**src/hdl/frame_pkg.sv**
```systemverilog
package frame_pkg;
  // frame layout
  localparam int ADDR_LSB      = 0;
  localparam int ADDR_W        = 7;
  localparam int OP_BIT        = 7;
  localparam int DATA_LSB      = 8;
  localparam int FRAME_BITS    = 16;
  localparam logic [4:0] FRAME_LEN = 5'h10;
  localparam logic [4:0] ADDR_DONE = 5'h06;
  // address map
  localparam logic [6:0] CTRL_LAST      = 7'h1E;
  localparam logic [6:0] STAT_FIRST     = 7'h40;
  localparam logic [6:0] STAT_LAST      = 7'h7E;
  localparam logic [6:0] MODE_CTRL      = 7'h01;
  localparam logic [6:0] CAN_CTRL       = 7'h04;
  localparam logic [6:0] HS_CTRL_A      = 7'h14;
  localparam logic [6:0] HS_CTRL_B      = 7'h15;
  localparam logic [6:0] SUPPLY_B_STAT  = 7'h40;
  localparam logic [6:0] SUPPLY_A_STAT  = 7'h41;
  localparam logic [6:0] THERMAL_STAT   = 7'h42;
  localparam logic [6:0] DEV_STATE_STAT = 7'h43;
  localparam logic [6:0] BUS_FAULT_STAT = 7'h44;
  localparam logic [6:0] WAKE_SRC_A     = 7'h46;
  localparam logic [6:0] WAKE_SRC_B     = 7'h47;
  localparam logic [6:0] WAKE_LEVEL     = 7'h48;
  localparam logic [6:0] SW_OVERLOAD    = 7'h54;
  localparam logic [6:0] SW_OPEN_LOAD   = 7'h55;
  localparam logic [6:0] FAMILY_ID      = 7'h7E;
  // fields inside control bytes
  localparam int MODE_LSB      = 6;
  localparam int AUX_EN_BIT    = 3;
  localparam int CAN_LSB       = 0;
  localparam logic [2:0] CAN_OFF      = 3'h0;
  localparam logic [2:0] CAN_WAKE_CAP = 3'h1;
  localparam logic [7:0] BYTE_RESET   = 8'h00;
  // arbitrary neutral identifier value
  localparam logic [7:0] FAMILY_ID_VAL = 8'h5A;

  typedef enum logic [1:0] {
    MODE_NORMAL,
    MODE_STOP,
    MODE_SLEEP,
    MODE_RESTART
  } chip_mode_t;
endpackage

```
**src/hdl/spi_register_access_frame.sv**
```systemverilog
// Notes on behaviour
// frame bits 6..0 give the register address
// bit 7 picks read or read-and-clear, read or write
// bits 15..8 carry the data byte both ways
// every access acts on a whole byte
// status bits stay set until the host clears them
// frames are not interpreted in restart mode
// status register contents return in the same frame
// control reads show the value from before the frame
// every response carries the eight-bit status summary
// summary bit drops only when its whole register is clear
// summary bits 0..3 map supply, thermal, device, bus status
// summary bit 4 ORs both wake source registers
// summary bits 5..7 map second supply, overload, open load
// wake pin level register never touches the summary
// control space 0x00..0x1E, bit 7 high writes
// status space 0x40..0x7E, bit 7 high clears after report
// wake level and family identifier ignore clears
// drivers may be enabled while failure flags stay set
// mode change updates the mode bits to the entered mode
// low-power entry keeps diagnosis, fail output stays active
// stop keeps CAN bits; sleep changes them unless off or wake
// switches stay on, configurable only in normal, fault turns off
// restart clears switch and aux regulator config bits
// chip select low, sample on clock fall, shift on rise
// count not 0 or 16 discards frame, flags error next
// summary captured at chip select fall, stable while shifting
`timescale 1ns/1ps
`default_nettype none
module spi_register_access_frame
  import frame_pkg::*;
#(
  parameter int N_SWITCH = 4
)(
  // clock and reset
  input  wire logic                sys_clk_i,
  input  wire logic                reset_i,
  input  wire logic                ce_i,
  // serial port
  input  wire logic                chip_select_low_i,
  input  wire logic                sclk_i,
  input  wire logic                sdi_i,
  output logic                     sdo_o,
  output logic                     sdo_oe_o,
  // chip state
  input  wire logic                mode_change_i,
  input  wire chip_mode_t          mode_entered_i,
  input  wire logic                status_set_i,
  input  wire logic [6:0]          status_set_addr_i,
  input  wire logic [7:0]          status_set_bits_i,
  input  wire logic [7:0]          wake_level_i,
  input  wire logic [N_SWITCH-1:0] switch_fault_i,
  input  wire logic                fail_trigger_i,
  // controlled functions
  output logic [N_SWITCH-1:0]      high_side_switch_o,
  output logic                     aux_regulator_o,
  output logic [2:0]               can_mode_o,
  output logic                     fail_output_o,
  output logic [7:0]               status_summary_o
);

  logic [7:0]  ctrl_q [0:30];
  logic [7:0]  stat_q [0:63];
  chip_mode_t  mode_q;
  logic        cs_q;
  logic        sclk_q;
  logic [15:0] rx_q;
  logic [4:0]  cnt_q;
  logic        err_q;
  logic        abort_q;
  logic        load_q;
  logic [7:0]  tx_data_q;
  logic [7:0]  summary_q;

  function automatic logic nz(input logic [7:0] b);
    return |b;
  endfunction

  // edges of the serial pins, all sampled on sys_clk
  wire cs_fall   = cs_q & ~chip_select_low_i;
  wire cs_rise   = ~cs_q & chip_select_low_i;
  wire sclk_fall = ~cs_q & sclk_q & ~sclk_i;
  wire sclk_rise = ~cs_q & ~sclk_q & sclk_i;
  wire restart   = (mode_q == MODE_RESTART);

  // decoded frame
  wire [6:0] f_addr = rx_q[ADDR_LSB +: ADDR_W];
  wire       f_op   = rx_q[OP_BIT];
  wire [7:0] f_data = rx_q[DATA_LSB +: 8];
  wire       f_ctrl = (f_addr <= CTRL_LAST);
  wire       f_stat = (f_addr >= STAT_FIRST) && (f_addr <= STAT_LAST);
  wire       f_good = cs_rise && (cnt_q == FRAME_LEN) && !abort_q
                      && !restart;
  wire       hs_reg = (f_addr == HS_CTRL_A) || (f_addr == HS_CTRL_B);
  wire       do_wr  = f_good && f_ctrl && f_op
                      && !(hs_reg && mode_q != MODE_NORMAL);
  wire       do_clr = f_good && f_stat && f_op
                      && f_addr != WAKE_LEVEL && f_addr != FAMILY_ID;
  wire       bad_len = cs_rise && cnt_q != 5'h00 && cnt_q != FRAME_LEN;

  // address of the response byte, complete after seven clock falls
  wire [6:0] rd_addr = rx_q[15:9];
  wire [7:0] rd_byte =
      (rd_addr == WAKE_LEVEL) ? wake_level_i :
      (rd_addr == FAMILY_ID)  ? FAMILY_ID_VAL :
      (rd_addr >= STAT_FIRST) ? stat_q[rd_addr[5:0]] :
      (rd_addr <= CTRL_LAST)  ? ctrl_q[rd_addr[4:0]] :
      BYTE_RESET;

  // summary of the status registers; wake level has no bit
  wire [7:0] summary_now = {
    nz(stat_q[SW_OPEN_LOAD[5:0]]),
    nz(stat_q[SW_OVERLOAD[5:0]]),
    nz(stat_q[SUPPLY_B_STAT[5:0]]),
    nz(stat_q[WAKE_SRC_A[5:0]]) | nz(stat_q[WAKE_SRC_B[5:0]]),
    nz(stat_q[BUS_FAULT_STAT[5:0]]),
    nz(stat_q[DEV_STATE_STAT[5:0]]),
    nz(stat_q[THERMAL_STAT[5:0]]),
    nz(stat_q[SUPPLY_A_STAT[5:0]])
  };

  // response bit shifted out after each rising clock edge
  wire [3:0] tx_idx = cnt_q[3:0];
  wire       tx_bit = cnt_q[3] ? tx_data_q[tx_idx[2:0]]
                               : summary_q[tx_idx[2:0]];

  always_ff @(posedge sys_clk_i or posedge reset_i)
  begin
    if (reset_i)
    begin
      cs_q   <= 1'b1;
      sclk_q <= 1'b0;
    end
    else if (ce_i)
    begin
      cs_q   <= chip_select_low_i;
      sclk_q <= sclk_i;
    end
  end

  // frame reception and error tracking
  always_ff @(posedge sys_clk_i or posedge reset_i)
  begin
    if (reset_i)
    begin
      rx_q    <= 16'h0000;
      cnt_q   <= 5'h00;
      err_q   <= 1'b0;
      abort_q <= 1'b0;
      load_q  <= 1'b0;
    end
    else if (ce_i)
    begin
      load_q <= sclk_fall && (cnt_q == ADDR_DONE);
      if (cs_fall)
      begin
        cnt_q   <= 5'h00;
        abort_q <= sclk_i | restart;
      end
      else if (sclk_fall)
      begin
        rx_q <= {sdi_i, rx_q[15:1]};
        if (cnt_q != 5'h1F)
          cnt_q <= cnt_q + 5'h01;
      end
      if (!cs_q && restart)
        abort_q <= 1'b1;
      if (cs_rise)
        err_q <= bad_len | abort_q | sclk_i;
    end
  end

  // response side; first level shown is the error flag
  always_ff @(posedge sys_clk_i or posedge reset_i)
  begin
    if (reset_i)
    begin
      sdo_o     <= 1'b0;
      sdo_oe_o  <= 1'b0;
      summary_q <= 8'h00;
      tx_data_q <= 8'h00;
    end
    else if (ce_i)
    begin
      if (cs_fall)
      begin
        summary_q <= summary_now;
        sdo_o     <= err_q;
        sdo_oe_o  <= 1'b1;
      end
      else if (cs_rise)
        sdo_oe_o <= 1'b0;
      else if (sclk_rise)
        sdo_o <= tx_bit;
      if (load_q)
        tx_data_q <= rd_byte;
    end
  end

  // status bytes: a new event wins over a clear in the same cycle
  always_ff @(posedge sys_clk_i or posedge reset_i)
  begin
    if (reset_i)
    begin
      for (int i = 0; i < 64; i++)
        stat_q[i] <= BYTE_RESET;
    end
    else if (ce_i)
    begin
      for (int i = 0; i < 64; i++)
      begin
        if (do_clr && f_addr[5:0] == i[5:0])
          stat_q[i] <= BYTE_RESET;
        if (status_set_i && status_set_addr_i[6] &&
            status_set_addr_i[5:0] == i[5:0])
          stat_q[i] <= (do_clr && f_addr[5:0] == i[5:0])
                       ? status_set_bits_i
                       : stat_q[i] | status_set_bits_i;
      end
    end
  end

  // control bytes, host writes then mode side effects
  always_ff @(posedge sys_clk_i or posedge reset_i)
  begin
    if (reset_i)
    begin
      for (int i = 0; i < 31; i++)
        ctrl_q[i] <= BYTE_RESET;
      mode_q <= MODE_NORMAL;
    end
    else if (ce_i)
    begin
      if (do_wr)
        ctrl_q[f_addr[4:0]] <= f_data;
      // a fault drops the switch without raising a wake
      for (int i = 0; i < N_SWITCH; i++)
        if (switch_fault_i[i])
          ctrl_q[HS_CTRL_A[4:0]][i] <= 1'b0;
      if (mode_change_i)
      begin
        mode_q <= mode_entered_i;
        ctrl_q[MODE_CTRL[4:0]][MODE_LSB +: 2] <= mode_entered_i;
        if (mode_entered_i == MODE_SLEEP &&
            ctrl_q[CAN_CTRL[4:0]][CAN_LSB +: 3] != CAN_OFF &&
            ctrl_q[CAN_CTRL[4:0]][CAN_LSB +: 3] != CAN_WAKE_CAP)
          ctrl_q[CAN_CTRL[4:0]][CAN_LSB +: 3] <= CAN_WAKE_CAP;
        if (mode_entered_i == MODE_RESTART)
        begin
          ctrl_q[HS_CTRL_A[4:0]] <= BYTE_RESET;
          ctrl_q[HS_CTRL_B[4:0]] <= BYTE_RESET;
          ctrl_q[MODE_CTRL[4:0]][AUX_EN_BIT] <= 1'b0;
        end
      end
    end
  end

  // driven outputs; failure flags do not gate the switches
  always_ff @(posedge sys_clk_i or posedge reset_i)
  begin
    if (reset_i)
    begin
      high_side_switch_o <= '0;
      aux_regulator_o    <= 1'b0;
      can_mode_o         <= CAN_OFF;
      fail_output_o      <= 1'b0;
      status_summary_o   <= 8'h00;
    end
    else if (ce_i)
    begin
      high_side_switch_o <= ctrl_q[HS_CTRL_A[4:0]][N_SWITCH-1:0];
      aux_regulator_o    <= ctrl_q[MODE_CTRL[4:0]][AUX_EN_BIT];
      can_mode_o         <= ctrl_q[CAN_CTRL[4:0]][CAN_LSB +: 3];
      // only reset releases it; no mode change does
      if (fail_trigger_i)
        fail_output_o <= 1'b1;
      status_summary_o <= summary_q;
    end
  end
endmodule
`default_nettype wire

```
**config.mk**
```make
export PLATFORM = sky130hd
export DESIGN_NAME = spi_register_access_frame
export DESIGN_NICKNAME = d
export VERILOG_FILES = /design/src/hdl/frame_pkg.sv /design/src/hdl/spi_register_access_frame.sv
export SDC_FILE = /design/constraint.sdc
export NUM_CORES = 2
export LEC_CHECK = 0
export BUFFER_PORTS_ARGS = -buffer_cell sky130_fd_sc_hd__buf_2
export CORE_UTILIZATION = 65
export CTS_BUF_LIST = sky130_fd_sc_hd__clkbuf_8
export DETAILED_ROUTE_END_ITERATION = 10
export PLACE_DENSITY = 0.79
export SLEW_MARGIN = 10
export SYNTH_ARGS = -nofsm -noshare
export SYNTH_HDL_FRONTEND = slang
export SYNTH_SLANG_ARGS = --single-unit
```
**constraint.sdc**
```tcl
create_clock -name sys_clk_i -period 39.2 [get_ports sys_clk_i]
set_input_delay 1.96 -clock sys_clk_i [delete_from_list [all_inputs] [get_ports sys_clk_i]]
set_output_delay 1.96 -clock sys_clk_i [all_outputs]
set_load 0.02 [all_outputs]
```
==> metrics.md <==
| Metric | Value |
|---|---|
| Min-delay src | `fail_output_o` |
| Global route hottest layer | `met2` |
| Post-synth top area share | `55.4%` |
| Final routed DRC violation total | `0` |
| Vias in the first global route | `27200` |
| Number of synthesized flops with an enable pin | `0` |
| Ports | `57` |
| Via density | `7.34` |
| Final Power | `2.24 mW` |
| Crit Reg-Reg Endpoint | `tx_data_q[3]` |
| Kind of critical path | `input port to register` |
| Hold_buf cts | `0` |
| Vias | `27200` |
| Die H | `241 um` |
| Clk pwr share | `34.7%` |
| Cells after Synth | `2832` |
| Switching portion of total power | `33.6%` |
| Die area | `58100 um2` |
| CTS max path bufs | `3` |
| Worst min-delay path endpoint | `fail_output_o` |
| F_max | `217 MHz` |
| Global placement routability congestion | `0.953` |
| Setup TNS | `0 ns` |
| Total setup buffers inserted after CTS | `0` |
| Xor/xnor share of the synthesized area | `0.0472%` |
| Synth Net Count | `2877` |
| WP data required | `39.88 ns` |
| Min Tclk post-route | `4.60 ns` |
| Yosys reg bits | `823` |
| Post-Synth Simple-Gate Area | `6.11%` |
| Met3 usage | `12.2%` |
| Compound-Gate Fraction of Synth Area | `17.5%` |
| Worst-Skew Late Latency | `0.82 ns` |
| Num CTS Buffers | `134` |
| Combinational group share of total power | `22.6%` |
| Top_reg_cell synth | `dfrtp_1` |
| Combinational family with the most area after synthesis | `multiplexers` |
| CTS tree | `done` |
| Clk root buf | `clkbuf_8` |
| Final nets | `2903` |
| Met2 Use GR | `57.0%` |
| Layout area overhead | `9.53%` |
| Reg-to-reg slack, setup | `34.63 ns` |
| Pre-antenna DRT Iters | `6` |
| Top cells by area, synth | `dfrtp_1 55%, a22o_1 12%, mux4_2 7.8%` |
| Resize count post-CTS | `0` |
| Fill cells | `3730` |
| Switching power | `0.752 mW` |
| # setup viols final | `0` |
| Max-slew violations | `0` |
| Post-Route WL | `110 mm` |
| Synthesis Warnings | `0` |
| Global-route wire length before repair | `168 mm` |
| Gr ovfl total | `0` |
| Die Width | `241 um` |
| Routed length per instance | `29.6 um` |
| Post-synth top cells | `822 x dfrtp_1, 510 x a22o_1, 189 x nand2_1` |
| Initial antenna violation count | `3` |
| CP max FO | `12` |
| Synth cell types | `73` |
| Slew @ Worst Pin | `1.30 ns` |
| I/O Buffers | `56` |
| Max Cap Violations | `0` |
| # H-tree levels | `4` |
| CP Launch Type | `input port` |
| Headroom to the max-slew limit | `12.4%` |
| Data arrival, critical path | `5.28 ns` |
| Run status | `completed` |
| Count leader, synth | `dfrtp_1` |
| Sink Count | `823` |
| Post-synthesis mux area share | `18.1%` |
| Synthesized cell area | `37100 um2` |
| Largest net degree at the start of global routing | `187` |
| Final Skew | `0.0328 ns` |
| Setup WS pre-CTS | `33.86 ns` |
| Final Cycle Share | `11.7%` |
| Top cell type by total area after synthesis | `dfrtp_1` |
| Tot GR Track Use | `39.2%` |
| Met1 usage | `53.4%` |
| Post-DRT Antenna Nets | `0` |
| Hold crit path type | `register to register` |
| Pwr dens | `55.1 nW/um2` |
| Worst setup EP type | `register` |
| Synth Area per Inst | `13.1 um2` |
| Initial DRC Count | `3364` |
| Hpwl dp | `69.7 mm` |
| Post-synthesis sequential area ratio | `55.5%` |
| Row cnt | `87` |
| Setup WS post-layout | `34.60 ns` |
| Worst r2r src | `rx_q[9]` |
| Antenna Cells | `0` |
| WHS Path Cells | `1` |
| Part of the power in registers | `42.7%` |
| Initial Utilization | `65.8%` |
| Worst-path clk slew | `0.06 ns` |
| Core area | `56400 um2` |
| Int Pwr | `1.49 mW` |
| Synth Area in Adders | `0.236%` |
| Post-synth ARST share | `100%` |
| RSZ-0062 raised after global routing | `false` |
| Worst r2r path cells | `7` |
| Worst vdd ir | `44.8 uV` |
| Share of cells above drive strength 1 | `20.6%` |
| Lkg Pwr | `19.2 nW` |
| Fin. Hold Viols | `0` |
## sequential cells by signal (all words and copies together) (netlist names), 2 cells and up
name and cells:
mode_q 2, rx_q 16, ctrl_q 248, summary_q 8, stat_q 512, high_side_switch_o 4
tx_data_q 8, can_mode_o 3, cnt_q 5, status_summary_o 8
## layout by cell type (no fill, tap or decap), types with 25 or more instances in the layout
| master | instances |
|---|---|
| a21o_1 | 28 |
| a21oi_1 | 37 |
| a22o_1 | 510 |
| buf_2 | 56 |
| buf_4 | 39 |
| clkbuf_8 | 161 |
| dfrtp_1 | 817 |
| inv_1 | 54 |
| mux2_1 | 71 |
| mux2_2 | 159 |
| mux2i_1 | 122 |
| mux4_2 | 129 |
| nand2_1 | 189 |
| nand3_1 | 30 |
| nor2_1 | 118 |
| nor4_1 | 25 |
| o21ai_0 | 100 |
| o22ai_1 | 35 |
## through the flow
| stage | std cells | hold WS [ns] | area (um2) | utilization (%) |
|---|---|---|---|---|
| after CTS | 3712 | 0.456 | 40600 | 72.1 |
| after floorplan | 2832 | 0.422 | 37100 | - |
| after global routing | 3712 | 0.466 | 40600 | 72.1 |
| after detailed placement | 3478 | 0.442 | 37900 | 67.2 |
| after global placement | 3478 | 0.433 | 37900 | 67.2 |
| final | 3712 | 0.452 | 40600 | 72.1 |
## power by group through the flow
stage                     logic, mW  clock network [mW]  registers, mW
after floorplan               0.350                   0          0.930
after global placement        0.481                   0          0.965
after detailed placement      0.487                   0          0.968
after CTS                     0.490               0.779          0.953
after global routing          0.521               0.819          0.960
final                         0.505               0.776          0.957
## logic make-up (layout without fill, tap and decap cells)
group                    after synthesis  count (layout)
AO/OA/AOI/OAI                        824             824
flip-flops                           823             823
multiplexers                         481             481
AND/OR/NAND/NOR                      473             473
buffers and inverters                222             346
adder cells (fa/ha/maj)                7               7
XOR/XNOR                               2               2
## cell type report
type | instances | area [um2] | share of cell area [%]
Sequential cell | 823 | 20600 | 50.7
Tap cell | 756 | 946 | 2.33
Timing Repair Buffer | 99 | 653 | 1.61
Clock buffer | 161 | 2220 | 5.45
Inverter | 13 | 56.3 | 0.139
Clock inverter | 73 | 547 | 1.35
Multi-Input combinational cell | 1787 | 15600 | 38.4
## metal layers
metal | vias up | part of all wire (%) | routed length (um)
met5 | - | 0.035 | 38
met4 | 6 | 5.3 | 5860
met3 | 385 | 12 | 12700
met2 | 1815 | 44 | 48800
met1 | 14100 | 39 | 42700
li1 | 11000 | - | -
## how the worst max path moves through the flow
stage	startpoint	to	cells past startpoint
finish	chip_select_low_i	ctrl_q[109]	8
global route	rx_q[9]	tx_data_q[3]	7
CTS	chip_select_low_i	ctrl_q[104]	8
detailed placement	chip_select_low_i	ctrl_q[104]	8
global placement	chip_select_low_i	ctrl_q[105]	8
floorplan	reset_i	abort_q	1
## critical path: stages
cell and delay, ns:
buf_2 0.12, ha_1 0.18, nor4b_4 0.40, o211ai_1 0.26, nor4b_2 0.96, and2_1 0.78, nand2_4 0.22, mux2_1 0.38
No activity file was read; power rests on OpenSTA's default activity.
